`src/core/output_protect_map.vh`:
```
// register offsets, field positions, reset values and timing counts for the
// complementary output protection stage; definitions only
`ifndef OUTPUT_PROTECT_MAP_VH
`define OUTPUT_PROTECT_MAP_VH

// protection register byte offset
`define OPC_OFFSET 12'h044
// second control register and channel enable register (own offsets)
`define CTL1_OFFSET 12'h004
`define CHEN_OFFSET 12'h020
// compare mode register (own offset)
`define CMODE_OFFSET 12'h018
// status register (own offset)
`define STAT_OFFSET 12'h100
`define OPC_RESET 32'h00000000

// field positions of the protection register
`define GATE_BIT 15
`define REARM_BIT 14
`define FPOL_BIT 13
`define FEN_BIT 12
`define ROS_BIT 11
`define IOS_BIT 10
`define LOCK_HI 9
`define LOCK_LO 8
`define DT_HI 7
`define DT_LO 0

// lock levels
`define LOCK_NONE 2'h0
`define LOCK_L1 2'h1
`define LOCK_L2 2'h2
`define LOCK_L3 2'h3

// base dead-time tick in timer clocks
`define DT_TICK_CYCLES 4'h1
`endif

```
`src/core/dead_time_gen.v`:
```
// dead-time insertion for one complementary pair.
// assumes a single clock and a synchronous reset copy from the top.
`timescale 1ns/10ps
module dead_time_gen (
  clk,
  rstSync_n,
  tickEn,
  deadCycles,
  refIn,
  mainOut,
  invOut
);
  input wire clk;
  input wire rstSync_n;
  input wire tickEn;
  input wire [12:0] deadCycles;
  input wire refIn;
  output reg mainOut;
  output reg invOut;

  reg refPrev_r;
  reg [12:0] cnt_r;

  // both legs low while the counter runs; the new leg rises after it expires
  always @(posedge clk) begin
    if (!rstSync_n) begin
      refPrev_r <= 1'b0;
      cnt_r <= 13'h0000;
      mainOut <= 1'b0;
      invOut <= 1'b0;
    end else begin
      refPrev_r <= refIn;
      if (refIn != refPrev_r) begin
        mainOut <= 1'b0;
        invOut <= 1'b0;
        cnt_r <= deadCycles;
      end else if (cnt_r != 13'h0000) begin
        if (tickEn) begin
          cnt_r <= cnt_r - 13'h0001;
        end
      end else begin
        mainOut <= refIn;
        invOut <= ~refIn;
      end
    end
  end
endmodule

```
`src/core/output_protect.v`:
```
// complementary output protection: master gate, fault input, off-states,
// write lock and dead time for four channel pairs, behind an apb slave.
// assumes the update input is synchronous to clk; the fault input is resynchronised.
// clock failure arrives as a level already in this domain and is not resynchronised.
// limitation: a fault pulse shorter than one clock may slip past the synchroniser.
`timescale 1ns/10ps
`include "output_protect_map.vh"
module output_protect (
  clk,
  rst_n,
  psel,
  penable,
  pwrite,
  paddr,
  pwdata,
  prdata,
  pready,
  pslverr,
  faultInput,
  clockFailure,
  updateEvent,
  channelRef,
  channelOutput,
  channelOutputOe,
  channelInvertedOutput,
  channelInvertedOutputOe
);
  input wire clk;
  input wire rst_n;
  input wire psel;
  input wire penable;
  input wire pwrite;
  input wire [11:0] paddr;
  input wire [31:0] pwdata;
  output reg [31:0] prdata;
  output wire pready;
  output wire pslverr;
  input wire faultInput;
  input wire clockFailure;
  input wire updateEvent;
  input wire [3:0] channelRef;
  output reg [3:0] channelOutput;
  output reg [3:0] channelOutputOe;
  output reg [3:0] channelInvertedOutput;
  output reg [3:0] channelInvertedOutputOe;

  reg rstMeta_r;
  reg rstSync_r;
  reg faultMeta_r;
  reg faultSync_r;
  reg masterGate_r;
  reg autoRearm_r;
  reg faultPolarity_r;
  reg faultEnable_r;
  reg runOffstate_r;
  reg idleOffstate_r;
  reg [1:0] lockLevel_r;
  reg lockWritten_r;
  reg [7:0] deadTimeCode_r;
  reg [3:0] idleLevel_r;
  reg [3:0] invIdleLevel_r;
  reg [3:0] chanEnable_r;
  reg [3:0] invEnable_r;
  reg [3:0] chanPolarity_r;
  reg [3:0] invPolarity_r;
  reg [15:0] compareMode_r;
  reg [3:0] shadowEnable_r;
  reg [3:0] chanIsOutput_r;
  reg [12:0] deadCycles_r;
  reg [3:0] tickCnt_r;
  reg tickEn_r;
  wire rstSync_n;
  wire faultActive;
  wire faultValid;
  wire wrAccess;
  wire [3:0] dtMain;
  wire [3:0] dtInv;
  // leg values and drive enables ahead of the output flops
  wire [3:0] mainLeg_nxt;
  wire [3:0] mainOe_nxt;
  wire [3:0] invLeg_nxt;
  wire [3:0] invOe_nxt;
  integer i;

  // reset released through two flops so every flop leaves reset together
  always @(posedge clk or negedge rst_n) begin
    if (!rst_n) begin
      rstMeta_r <= 1'b0;
      rstSync_r <= 1'b0;
    end else begin
      rstMeta_r <= 1'b1;
      rstSync_r <= rstMeta_r;
    end
  end
  assign rstSync_n = rstSync_r;

  always @(posedge clk) begin
    if (!rstSync_n) begin
      faultMeta_r <= 1'b0;
      faultSync_r <= 1'b0;
    end else begin
      faultMeta_r <= faultInput;
      faultSync_r <= faultMeta_r;
    end
  end

  assign faultActive = faultPolarity_r ? faultSync_r : ~faultSync_r;
  assign faultValid = faultEnable_r & (faultActive | clockFailure);

  // apb: zero wait states, unmapped addresses read zero without error
  assign pready = 1'b1;
  assign pslverr = 1'b0;
  assign wrAccess = psel & penable & pwrite;

  // decodes a word offset, shared by write and read paths
  function hit;
    input [11:0] addr;
    input [11:0] off;
    begin
      hit = (addr[11:2] == off[11:2]);
    end
  endfunction

  // true while fields of the given protection tier may still be written
  function writable;
    input [1:0] level;
    input [1:0] tier;
    begin
      writable = (level < tier);
    end
  endfunction

  // protection register: gate events, lock-filtered fields, one-shot lock
  always @(posedge clk) begin
    if (!rstSync_n) begin
      masterGate_r <= 1'b0;
      autoRearm_r <= 1'b0;
      faultPolarity_r <= 1'b0;
      faultEnable_r <= 1'b0;
      runOffstate_r <= 1'b0;
      idleOffstate_r <= 1'b0;
      lockLevel_r <= `LOCK_NONE;
      lockWritten_r <= 1'b0;
      deadTimeCode_r <= 8'h00;
    end else begin
      if (wrAccess && hit(paddr, `OPC_OFFSET)) begin
        masterGate_r <= pwdata[`GATE_BIT];
        if (writable(lockLevel_r, `LOCK_L1)) begin
          autoRearm_r <= pwdata[`REARM_BIT];
          faultPolarity_r <= pwdata[`FPOL_BIT];
          faultEnable_r <= pwdata[`FEN_BIT];
          deadTimeCode_r <= pwdata[`DT_HI:`DT_LO];
        end
        if (writable(lockLevel_r, `LOCK_L2)) begin
          runOffstate_r <= pwdata[`ROS_BIT];
          idleOffstate_r <= pwdata[`IOS_BIT];
        end
        // one write only
        // other fields of this same write still obey the old level
        if (!lockWritten_r) begin
          lockLevel_r <= pwdata[`LOCK_HI:`LOCK_LO];
          lockWritten_r <= 1'b1;
        end
      end else if (updateEvent && autoRearm_r && !faultValid) begin
        masterGate_r <= 1'b1;
      end
      // fault clear wins over any set
      if (faultValid) begin
        masterGate_r <= 1'b0;
      end
    end
  end

  // neighbour control bits; the lock protects idle levels, polarity and compare fields
  always @(posedge clk) begin
    if (!rstSync_n) begin
      idleLevel_r <= 4'h0;
      invIdleLevel_r <= 4'h0;
      chanEnable_r <= 4'h0;
      invEnable_r <= 4'h0;
      chanPolarity_r <= 4'h0;
      invPolarity_r <= 4'h0;
      compareMode_r <= 16'h0000;
      shadowEnable_r <= 4'h0;
      chanIsOutput_r <= 4'hf;
    end else if (wrAccess) begin
      // idle levels locked from level one
      if (hit(paddr, `CTL1_OFFSET) && writable(lockLevel_r, `LOCK_L1)) begin
        idleLevel_r <= pwdata[3:0];
        invIdleLevel_r <= pwdata[7:4];
      end
      if (hit(paddr, `CHEN_OFFSET)) begin
        chanEnable_r <= pwdata[3:0];
        invEnable_r <= pwdata[7:4];
        chanIsOutput_r <= pwdata[19:16];
        for (i = 0; i < 4; i = i + 1) begin
          // polarity locked for output channels
          // the old output-mode flag decides, so a write cannot unlock itself
          if (writable(lockLevel_r, `LOCK_L2) || !chanIsOutput_r[i]) begin
            chanPolarity_r[i] <= pwdata[8 + i];
            invPolarity_r[i] <= pwdata[12 + i];
          end
        end
      end
      if (hit(paddr, `CMODE_OFFSET)) begin
        for (i = 0; i < 4; i = i + 1) begin
          // compare fields locked at level three
          if (writable(lockLevel_r, `LOCK_L3) || !chanIsOutput_r[i]) begin
            compareMode_r[4*i +: 4] <= pwdata[4*i +: 4];
            shadowEnable_r[i] <= pwdata[16 + i];
          end
        end
      end
    end
  end

  // read mux; reserved bits read zero
  // the status word is read only, writes to its offset are dropped
  always @* begin
    prdata = 32'h00000000;
    if (hit(paddr, `OPC_OFFSET)) begin
      prdata[`GATE_BIT] = masterGate_r;
      prdata[`REARM_BIT] = autoRearm_r;
      prdata[`FPOL_BIT] = faultPolarity_r;
      prdata[`FEN_BIT] = faultEnable_r;
      prdata[`ROS_BIT] = runOffstate_r;
      prdata[`IOS_BIT] = idleOffstate_r;
      prdata[`LOCK_HI:`LOCK_LO] = lockLevel_r;
      prdata[`DT_HI:`DT_LO] = deadTimeCode_r;
    end else if (hit(paddr, `CTL1_OFFSET)) begin
      prdata[7:0] = {invIdleLevel_r, idleLevel_r};
    end else if (hit(paddr, `CHEN_OFFSET)) begin
      prdata[19:0] = {chanIsOutput_r, invPolarity_r, chanPolarity_r, invEnable_r, chanEnable_r};
    end else if (hit(paddr, `CMODE_OFFSET)) begin
      prdata[19:0] = {shadowEnable_r, compareMode_r};
    end else if (hit(paddr, `STAT_OFFSET)) begin
      prdata[2:0] = {lockWritten_r, faultValid, faultSync_r};
    end
  end

  // code to tick count, registered to keep the decode off the count path
  // the widest code gives 63 times sixteen ticks, so 13 bits leave headroom
  always @(posedge clk) begin
    if (!rstSync_n) begin
      deadCycles_r <= 13'h0000;
    end else if (deadTimeCode_r[7] == 1'b0) begin
      deadCycles_r <= {5'h00, deadTimeCode_r};
    end else if (deadTimeCode_r[6] == 1'b0) begin
      deadCycles_r <= {4'h0, 3'h1, deadTimeCode_r[5:0]} << 1;
    end else if (deadTimeCode_r[5] == 1'b0) begin
      deadCycles_r <= {5'h00, 3'h1, deadTimeCode_r[4:0]} << 3;
    end else begin
      deadCycles_r <= {5'h00, 3'h1, deadTimeCode_r[4:0]} << 4;
    end
  end

  // base dead-time tick enable from a divider
  // a tick count of one yields an enable on every clock after reset
  always @(posedge clk) begin
    if (!rstSync_n) begin
      tickCnt_r <= 4'h0;
      tickEn_r <= 1'b0;
    end else if (tickCnt_r + 4'h1 >= `DT_TICK_CYCLES) begin
      tickCnt_r <= 4'h0;
      tickEn_r <= 1'b1;
    end else begin
      tickCnt_r <= tickCnt_r + 4'h1;
      tickEn_r <= 1'b0;
    end
  end

  genvar g;
  generate
    for (g = 0; g < 4; g = g + 1) begin : pair
      dead_time_gen dead_time_gen_i (
        .clk(clk),
        .rstSync_n(rstSync_n),
        .tickEn(tickEn_r),
        .deadCycles(deadCycles_r),
        .refIn(channelRef[g]),
        .mainOut(dtMain[g]),
        .invOut(dtInv[g])
      );
    end
  endgenerate

  // gate picks run or idle legs
  generate
    for (g = 0; g < 4; g = g + 1) begin : legSel
      // run legs: enabled follows dead time, else off-state or released
      assign mainLeg_nxt[g] = masterGate_r ?
        (chanEnable_r[g] ? dtMain[g] ^ chanPolarity_r[g] : chanPolarity_r[g]) : idleLevel_r[g];
      assign invLeg_nxt[g] = masterGate_r ?
        (invEnable_r[g] ? dtInv[g] ^ invPolarity_r[g] : invPolarity_r[g]) : invIdleLevel_r[g];
      // idle drive: off-state bit, or either enable of the pair
      assign mainOe_nxt[g] = masterGate_r ? (chanEnable_r[g] | runOffstate_r)
                                          : (idleOffstate_r | chanEnable_r[g] | invEnable_r[g]);
      assign invOe_nxt[g] = masterGate_r ? (invEnable_r[g] | runOffstate_r)
                                         : (idleOffstate_r | chanEnable_r[g] | invEnable_r[g]);
    end
  endgenerate

  // legs leave through flops so a decode glitch never reaches the power stage
  always @(posedge clk) begin
    if (!rstSync_n) begin
      channelOutput <= 4'h0;
      channelOutputOe <= 4'h0;
      channelInvertedOutput <= 4'h0;
      channelInvertedOutputOe <= 4'h0;
    end else begin
      channelOutput <= mainLeg_nxt;
      channelOutputOe <= mainOe_nxt;
      channelInvertedOutput <= invLeg_nxt;
      channelInvertedOutputOe <= invOe_nxt;
    end
  end
endmodule

```
`config.mk`:
```
export PLATFORM = sky130hd
export DESIGN_NAME = output_protect
export DESIGN_NICKNAME = d
export VERILOG_FILES = /design/src/core/dead_time_gen.v /design/src/core/output_protect.v
export VERILOG_INCLUDE_DIRS = /design/src /design/src/core
export SDC_FILE = /design/constraint.sdc
export NUM_CORES = 1
export LEC_CHECK = 0
export BUFFER_PORTS_ARGS = -buffer_cell sky130_fd_sc_hd__clkbuf_2
export CAP_MARGIN = 5
export CELL_PAD_IN_SITES_DETAIL_PLACEMENT = 1
export CELL_PAD_IN_SITES_GLOBAL_PLACEMENT = 1
export CORE_MARGIN = 1.5
export CORE_UTILIZATION = 47
export DETAILED_ROUTE_END_ITERATION = 8
export PLACE_DENSITY = 0.84
export SETUP_SLACK_MARGIN = 0.1
export SLEW_MARGIN = 40
export SYNTH_ARGS = -nofsm -noshare
export SYNTH_HDL_FRONTEND = slang
export SYNTH_SLANG_ARGS = --single-unit
export TNS_END_PERCENT = 20
```
`constraint.sdc`:
```
create_clock -name clk -period 3.3 [get_ports clk]
set_clock_uncertainty 0.2 [all_clocks]
set_input_delay 0.66 -clock clk [delete_from_list [all_inputs] [get_ports clk]]
set_output_delay 0.66 -clock clk [all_outputs]
set_load 0.02 [all_outputs]
```
Word-level counts from Yosys, hierarchy flattened
Cells that the tools add are included.
{"block": "totals", "register_bits": 164, "in_bits": 56, "output_inout_bits": 50, "elab_cells": 218}
{"block": "op_classes", "add_sub_neg": 5, "order_cmp": 4, "n_eq_ne": 9, "muxes": 51, "bitwise": 35, "reduce_logical": 55}
{"cell": "13-bit 2-to-1 mux", "count": 12}
{"cell": "13-bit nonzero test", "count": 4}
{"cell": "13-bit by 1-bit subtractor with 13-bit output, second input constant", "count": 4}
{"cell": "1-bit 2-to-1 mux", "count": 28}
{"cell": "3-bit AND reduction", "count": 9}
{"cell": "20-bit 2-to-1 mux", "count": 1}
{"cell": "2-bit AND reduction", "count": 10}
{"cell": "2-bit nonzero test", "count": 9}
{"cell": "17-bit 2-to-1 mux", "count": 1}
{"cell": "1-bit bitwise OR", "count": 17}
{"cell": "16-bit 2-to-1 mux", "count": 1}
{"cell": "8-bit 2-to-1 mux", "count": 2}
{"cell": "12-bit 2-to-1 mux", "count": 1}
{"cell": "2-bit OR reduction", "count": 6}
{"cell": "10-bit by 1-bit == test with 1-bit output, second input constant", "count": 1}
{"cell": "10-bit by 3-bit == test with 1-bit output, second input constant", "count": 1}
{"cell": "10-bit by 4-bit == test with 1-bit output, second input constant", "count": 1}
{"cell": "10-bit by 5-bit == test with 1-bit output, second input constant", "count": 1}
{"cell": "10-bit by 7-bit == test with 1-bit output, second input constant", "count": 1}
{"cell": "10-bit 2-to-1 mux", "count": 1}
{"cell": "1-bit logical OR", "count": 8}
{"cell": "1-bit XOR", "count": 8}
{"cell": "7-bit 2-to-1 mux", "count": 1}
{"cell": "1-bit NOT", "count": 7}
{"cell": "10 further kinds", "count": 24}

Depth between registers and ports, before layout
Gate-level depths: netlist (run 1).
{"block": "depth", "ltp_word": 9, "mapped_depth": 8, "mapped_depth_nobuf": 6}

By module
Synthesis (run 1) repeated with hierarchy kept, for this count alone.
{"block": "hier_totals", "hier_cells": 976, "hier_area_um2": 8189.1}
{"mod": "output_protect", "instances": 1, "cells_each": 560, "area_per_inst_um2": 4680.7, "seq_area_each_um2": 2011.9}
{"mod": "dead_time_gen", "instances": 4, "cells_each": 104, "area_per_inst_um2": 877.1, "seq_area_each_um2": 320.3}

Worst setup path before layout (run 1)
No wires, ideal clock.
{"block": "synth_path", "kind": "input-to-output", "startpoint": "input port paddr[11]", "endpoint": "output port prdata[0]", "arrival_time_ps": 2045, "required_ps": 2440, "setup_slack_ps": 395, "stages": 5, "path_buffers": 1, "path_cell_list": "nor3_2 and3_1 clkbuf_1 a2bb2oi_1 o32ai_1"}
{"block": "synth_via", "elab_chain_len": 6, "elab_cells_between_ends": 10, "cone_classes": "5 x eq/ne; 5 x mux"}
{"element": "start: declaration", "line_no": "output_protect.v:33", "source": "input wire [11:0] paddr;"}
{"element": "10-bit by 7-bit == test with 1-bit output", "line_no": "output_protect.v:120", "source": "hit = (addr[11:2] == off[11:2]);"}
{"element": "3-bit 2-to-1 mux", "line_no": "output_protect.v:236", "source": "end else if (hit(paddr, `STAT_OFFSET)) begin"}
{"element": "3-bit 2-to-1 mux", "line_no": "output_protect.v:234", "source": "end else if (hit(paddr, `CMODE_OFFSET)) begin"}
{"element": "20-bit 2-to-1 mux", "line_no": "output_protect.v:232", "source": "end else if (hit(paddr, `CHEN_OFFSET)) begin"}
{"element": "8-bit 2-to-1 mux", "line_no": "output_protect.v:230", "source": "end else if (hit(paddr, `CTL1_OFFSET)) begin"}
{"element": "16-bit 2-to-1 mux (*)", "line_no": "output_protect.v:221", "source": "if (hit(paddr, `OPC_OFFSET)) begin"}
{"element": "end: declaration", "line_no": "output_protect.v:35", "source": "output reg [31:0] prdata;"}
Every way passes the cells marked *; elsewhere a longest branch is shown, timed or not.

Final worst setup path (run 1)
{"block": "layout_path", "startpoint": "input port paddr[3]", "endpoint": "output port prdata[7]"}
{"block": "layout_via", "elab_chain_len": 5, "elab_cells_between_ends": 8, "cone_classes": "4 x eq/ne; 4 x mux"}
{"element": "10-bit by 3-bit == test with 1-bit output", "line_no": "output_protect.v:120"}
{"element": "17-bit 2-to-1 mux", "line_no": "output_protect.v:234"}
{"element": "20-bit 2-to-1 mux", "line_no": "output_protect.v:232"}
{"element": "8-bit 2-to-1 mux", "line_no": "output_protect.v:230"}
{"element": "16-bit 2-to-1 mux (*)", "line_no": "output_protect.v:221"}
Marked as above.

==> results of run 1 <==
## metal layers
layer / share of wire / vias up / global-route usage
li1: - / 3709 / -
met1: 0.43 / 3807 / 0.355
met2: 0.49 / 215 / 0.482
met3: 0.044 / 60 / 0.0539
met4: 0.040 / 0 / 0.144
met5: 0 / - / 0
## metrics by stage
stage | hold WS [ns] | worst slack [ns]
floorplan | 0.131 | 0.395
global placement | 0.145 | 0.199
detailed placement | 0.159 | 0.169
CTS | 0.181 | 0.158
global route | 0.179 | 0.0402
finish | 0.170 | 0.161
## worst reg2reg max path: stages, from the launching register on
cell,delay [ns]
dfxtp_1,0.33
inv_1,0.12
ha_1,0.18
or4b_1,0.56
o31ai_2,0.66
o31ai_1,0.12
a31oi_1,0.30
## layout by cell type, fill, tap and decap left out, drive strengths merged, types with 16 or more instances in the layout
master  Yosys  routed
a21oi      82      82
a31oi      19      19
and2       20      20
buf        24      27
clkbuf     53      97
conb        2      17
dfxtp     162     162
inv        21      22
mux2i      36      36
nand2     104     104
nand3      53      53
nor2       59      59
o21ai      80      80
or3        28      28
or4        18      18
xnor2      16      16
## Yosys cell counts, drive strengths merged (8+ instances only)
cell type    n  area, um^2
o21ai       80         400
or4         18         139
and3        10        62.6
or3         28         175
nand2      104         390
nand2b       8        50.1
nor3        15        96.4
dfxtp      162        3240
buf         24         153
o31ai       13         108
nand3       53         265
clkbuf      53         199
and2        20         125
mux2i       36         360
a21oi       82         410
xnor2       16         140
ha          10         125
xor2        12         105
a311oi       8        95.1
a31oi       19         119
inv         21        78.8
a221o        8        80.1
nor2        59         221
a211oi      15         118
nor4        13         100
## sequential cells by signal (all words and copies together), names as in the netlist, 8 cells and up
name and cells:
compareMode_r 16, deadCycles_r 10, deadTimeCode_r 8, pair.dead_time_gen_i.cnt_r 52
## final cells by class
cell class / count / share of cell area
multi-input combinational: 738 / 0.484
sequential: 164 / 0.347
timing repair buffer: 105 / 0.0656
clock buffer: 20 / 0.0470
tap: 225 / 0.0297
clock inverter: 12 / 0.0188
inverter: 21 / 0.00830
## what timing repair did
action | in CTS | in global routing
endpoints found under the setup margin | 0 | 13
hold endpoints to repair | 2 | 0
resized for setup | 0 | 1
hold buffers | 1 | 0
## power groups by stage
stage	logic, mW	clock network (mW)	registers (mW)
after CTS	0.734	2.19	2.13
after floorplan	0.558	0	2.14
after detailed placement	0.718	0	2.18
final	0.744	2.16	2.14
after global routing	0.815	2.26	2.15
after global placement	0.690	0	2.17
## logic make-up after synthesis
kind of cell    synth area share
simple gates               0.242
compound gates             0.214
flops                      0.400
buf+inv                   0.0522
mux                       0.0465
xor+xnor                  0.0298
fa+ha+maj                 0.0152
other cells             0.000912
## worst paths after layout
path	startpoint	slack, ns	cells past startpoint	to
setup / recovery	paddr[3]	0.16	8	prdata[7]
hold / removal	rstMeta_r$_DFF_PN0_	0.17	0	rstSync_n$_DFF_PN0_
setup reg to reg	pair[2].dead_time_gen_i.cnt_r[0]$_SDFFE_PN0P_	0.72	6	pair[2].dead_time_gen_i.cnt_r[5]$_SDFFE_PN0P_
hold reg to reg	rstMeta_r$_DFF_PN0_	0.17	0	rstSync_n$_DFF_PN0_
max in group asynchronous	rst_n	2.46	2	rstSync_n$_DFF_PN0_
min in group asynchronous	rst_n	0.33	2	rstSync_n$_DFF_PN0_
==> flow_metrics.tcl, run 1 <==
set metrics [dict create \
    cpLargestDelayFamily "buffers and inverters" \
    hp-class "reg -> reg" \
    ys_ff_latch 164 \
    final_nets 1113 \
    post_cts_buffers 0 \
    final_antenna_net_count 0 \
    avgSynthCellArea_um2 8.36 \
    finalSetupViolations 0 \
    synth-edff-count 0 \
    synth.yosys.seq_area_share 0.400 \
    multiInputGateArea_um2 4590 \
    worstMarginPinSlew_ns 0.862 \
    route.detailed.drc 0 \
    finalCritPeriodShare 0.951 \
    syn_inst 985 \
    drv_cap 0 \
    setup_tns_ns 0 \
    drt-total-wl_um 25700 \
    htreeDepth 4 \
    fp.coreArea_um2 17200 \
    cp-start-kind "input pin" \
    post_drt_wl_per_cell_um 20.0 \
    regArea_um2 3290 \
    status "finished, final reports clean" \
    hold_viol 0 \
    grtUsageTotal 0.288 \
    synth_area_um2 8240 \
    grt_max_degree 70 \
    vias_per_cell 6.06 \
    finalNonFillerCells 1285 \
    max_slew_margin 0.420 \
    die_h_um 135 \
    antenna_cells 0 \
    grt_overflow 0 \
    dieArea_um2 18300 \
    fill_cells 2079 \
    peakVddDrop_mv 0.396 \
    arrival_ns 2.28 \
    ys_types 78 \
    postLayoutCellArea_um2 9490 \
    crit_buf_inv 4 \
    cts_tree "done" \
    area_growth_pct 15.2 \
    sw_frac_of_total 0.282 \
    fmax_mhz 319 \
    io_pins 106 \
    cts_buffers 17 \
    die_x_um 135 \
    clock_latency_ns 0.45 \
    ys_warn_count 0 \
    p_seq_frac 0.424 \
    fin_total_pwr_mw 5.04 \
    final_util 0.551 \
    crit_chain "clkbuf_2 > nor3b_1 > nand3_2 > buf_4 > nor3_2 > buf_4 > a32o_1 > clkbuf_2" \
    grt_antenna_before_repair 0 \
    path_class "in -> out" \
    port-buffer-count 77 \
    slew_viol_final 0 \
    slowest_stage "nor3b_1" \
    path_clk_slew_ns 0.06 \
    grt_pass1_vias 7711 \
    fin_crit_ns 3.14 \
    clock_path_buffers 2 \
    async_reset_ff_frac 0.0122 \
    internal_power_mw 3.62 \
    synth_flop_cell "dfxtp_1" \
    start_util 0.478 \
    hpwl_um 17700 \
    post_dp_cell_area_um2 8850 \
    slowest_delay_ns 0.39 \
    clockRootBuffer "clkbuf_16" \
    rsz0062_at_grt "true" \
    drive_gt1_frac 0.152 \
    leakage_nw 3.52 \
    gp_congestion 0.879 \
    cts_sinks 164 \
    drtPass1Iterations 5 \
    path_max_fanout 14 \
    pwr-share-comb 0.147 \
    drt_iter0_drc 574 \
    endpoint_kind "primary output" \
    switchingPower_mw 1.42 \
    vias 7791 \
    grt_pass1_wl_um 41000 \
    p_clk_frac 0.429 \
    cellPowerDensity_nw_per_um2 531 \
    cp.required_ns 2.44 \
    post-place-cells 1252 \
    rows 48 \
]
Note: power is estimated with default switching activity, not from simulation.
==> inputs of run 2 (changes only) <==
--- a/config.mk
+++ b/config.mk
@@ -13,7 +13,7 @@
 export CORE_MARGIN = 1.5
 export CORE_UTILIZATION = 47
 export DETAILED_ROUTE_END_ITERATION = 8
-export PLACE_DENSITY = 0.84
+export PLACE_DENSITY = 0.87
 export SETUP_SLACK_MARGIN = 0.1
 export SLEW_MARGIN = 40
 export SYNTH_ARGS = -nofsm -noshare
==> flow_metrics.tcl, run 2 (synthesized netlist as in run 1, its figures left out) <==
set metrics [dict create \
    fin_ws_ns 0.236 \
    vias 7846 \
    htreeDepth 4 \
    finalSetupViolations 0 \
    fin_crit_ns 3.06 \
    path_max_fanout 31 \
    drt_iter0_drc 486 \
    hold_viol 0 \
    postLayoutCellArea_um2 9400 \
    grt_pass1_vias 7953 \
    peakVddDrop_mv 0.378 \
    finalNonFillerCells 1283 \
    drtPass1Iterations 8 \
    drt-total-wl_um 25700 \
    fmax_mhz 326 \
    io_pins 106 \
    post_drt_wl_per_cell_um 20.0 \
    die_x_um 135 \
    route.detailed.drc 0 \
    die_h_um 135 \
    whs_ns 0.160 \
    dieArea_um2 18300 \
    grt_overflow 0 \
    rows 48 \
    slew_viol_final 0 \
    cts_tree "done" \
    rsz0062_at_grt "false" \
    grt_util_met1 0.348 \
    clock_path_buffers 2 \
    cts_sinks 164 \
    dp_slack_ns 0.128 \
    final_util 0.545 \
    grtUsageTotal 0.285 \
    clockRootBuffer "clkbuf_16" \
    setup_tns_ns 0 \
    cp-start-kind "input pin" \
    grt_use_met3 0.0490 \
    grt_antenna_before_repair 0 \
    fp.coreArea_um2 17200 \
    fin_total_pwr_mw 4.72 \
    final_antenna_net_count 0 \
    drive_gt1_frac 0.152 \
    regMostFlops "pair.dead_time_gen_i.cnt_r" \
    cts_buffers 17 \
    largest_reg_flops 52 \
    hp-class "reg -> reg" \
    start_util 0.478 \
    post-place-cells 1250 \
    status "finished, final reports clean" \
    worstMarginPinSlew_ns 0.779 \
    gp_congestion 0.859 \
    final_nets 1111 \
    drv_cap 0 \
    finalCritPeriodShare 0.929 \
    cp.required_ns 2.44 \
    cellPowerDensity_nw_per_um2 502 \
    port-buffer-count 77 \
    clock_latency_ns 0.44 \
    post_cts_buffers 0 \
    grt_max_degree 61 \
    area_growth_pct 14.0 \
    hpwl_um 18100 \
    layout_common_cells "dfxtp_1 (162), nand2_1 (104), a21oi_1 (82)" \
    path_clk_slew_ns 0.06 \
    grt_pass1_wl_um 41100 \
    path_class "in -> out" \
    leakage_nw 3.46 \
    antenna_cells 0 \
    met2_usage 0.497 \
    endpoint_kind "primary output" \
    layout_commonest_cell "dfxtp_1" \
    post_dp_cell_area_um2 8820 \
    top_regs "pair.dead_time_gen_i.cnt_r (52), compareMode_r (16), deadCycles_r (10)" \
    arrival_ns 2.20 \
    grt_busiest_layer "met2" \
    max_slew_margin 0.478 \
    vias_per_cell 6.12 \
]
## run 2: cell count changes in the layout (fill, tap and decap cells not counted), moves of 2 or more
cell / change
a2111oi_0: -2
a2111oi_1: +2
bufinv_16: -4
clkinv_4: -3
clkinvlp_4: +4
inv_6: +3
## run 2: worst max-delay path, cell delays in order
cell	delay [ns]
clkbuf_2	0.12
nor3b_2	0.21
nand3_1	0.16
buf_12	0.20
a2111oi_1	0.48
a31o_1	0.18
clkbuf_2	0.18
## run 2: timing repair
item | in CTS | in global routing
setup endpoints to repair | 0 | 3
resized for setup | 0 | 4
hold endpoints to repair | 2 | 0
hold buffers | 1 | 0
## run 2: where the power goes
part	internal, mW	switching [mW]
sequential	2.05	0.0849
combinational	0.283	0.454
clock	0.993	0.858
## run 2: path summary, 6_finish.rpt
path	from	endpoint	slack, ns	depth (start not counted)
max	paddr[3]	prdata[3]	0.24	7
min in group asynchronous	rst_n	rstMeta_r$_DFF_PN0_	0.35	2
max in group asynchronous	rst_n	rstSync_n$_DFF_PN0_	2.44	2
max reg2reg	pair[2].dead_time_gen_i.cnt_r[0]$_SDFFE_PN0P_	pair[2].dead_time_gen_i.cnt_r[3]$_SDFFE_PN0P_	0.72	6
min	rstMeta_r$_DFF_PN0_	rstSync_n$_DFF_PN0_	0.16	0
min reg2reg	rstMeta_r$_DFF_PN0_	rstSync_n$_DFF_PN0_	0.16	0
## run 2: area by class of cell
| cell class | instances | area [um^2] |
|---|---|---|
| clock buffers | 19 | 443 |
| clock inverters | 13 | 100 |
| fillers | 2101 | 7840 |
| inverters | 21 | 81.3 |
| multi-input cells | 738 | 4600 |
| flip-flops and latches | 164 | 3290 |
| well taps | 225 | 282 |
| repair buffers | 103 | 596 |
## run 2: metal layers
layer / vias up / wire length (um)
li1: 3702 / -
met1: 3874 / 10800
met2: 218 / 13000
met3: 52 / 1170
met4: 0 / 780
met5: - / 0
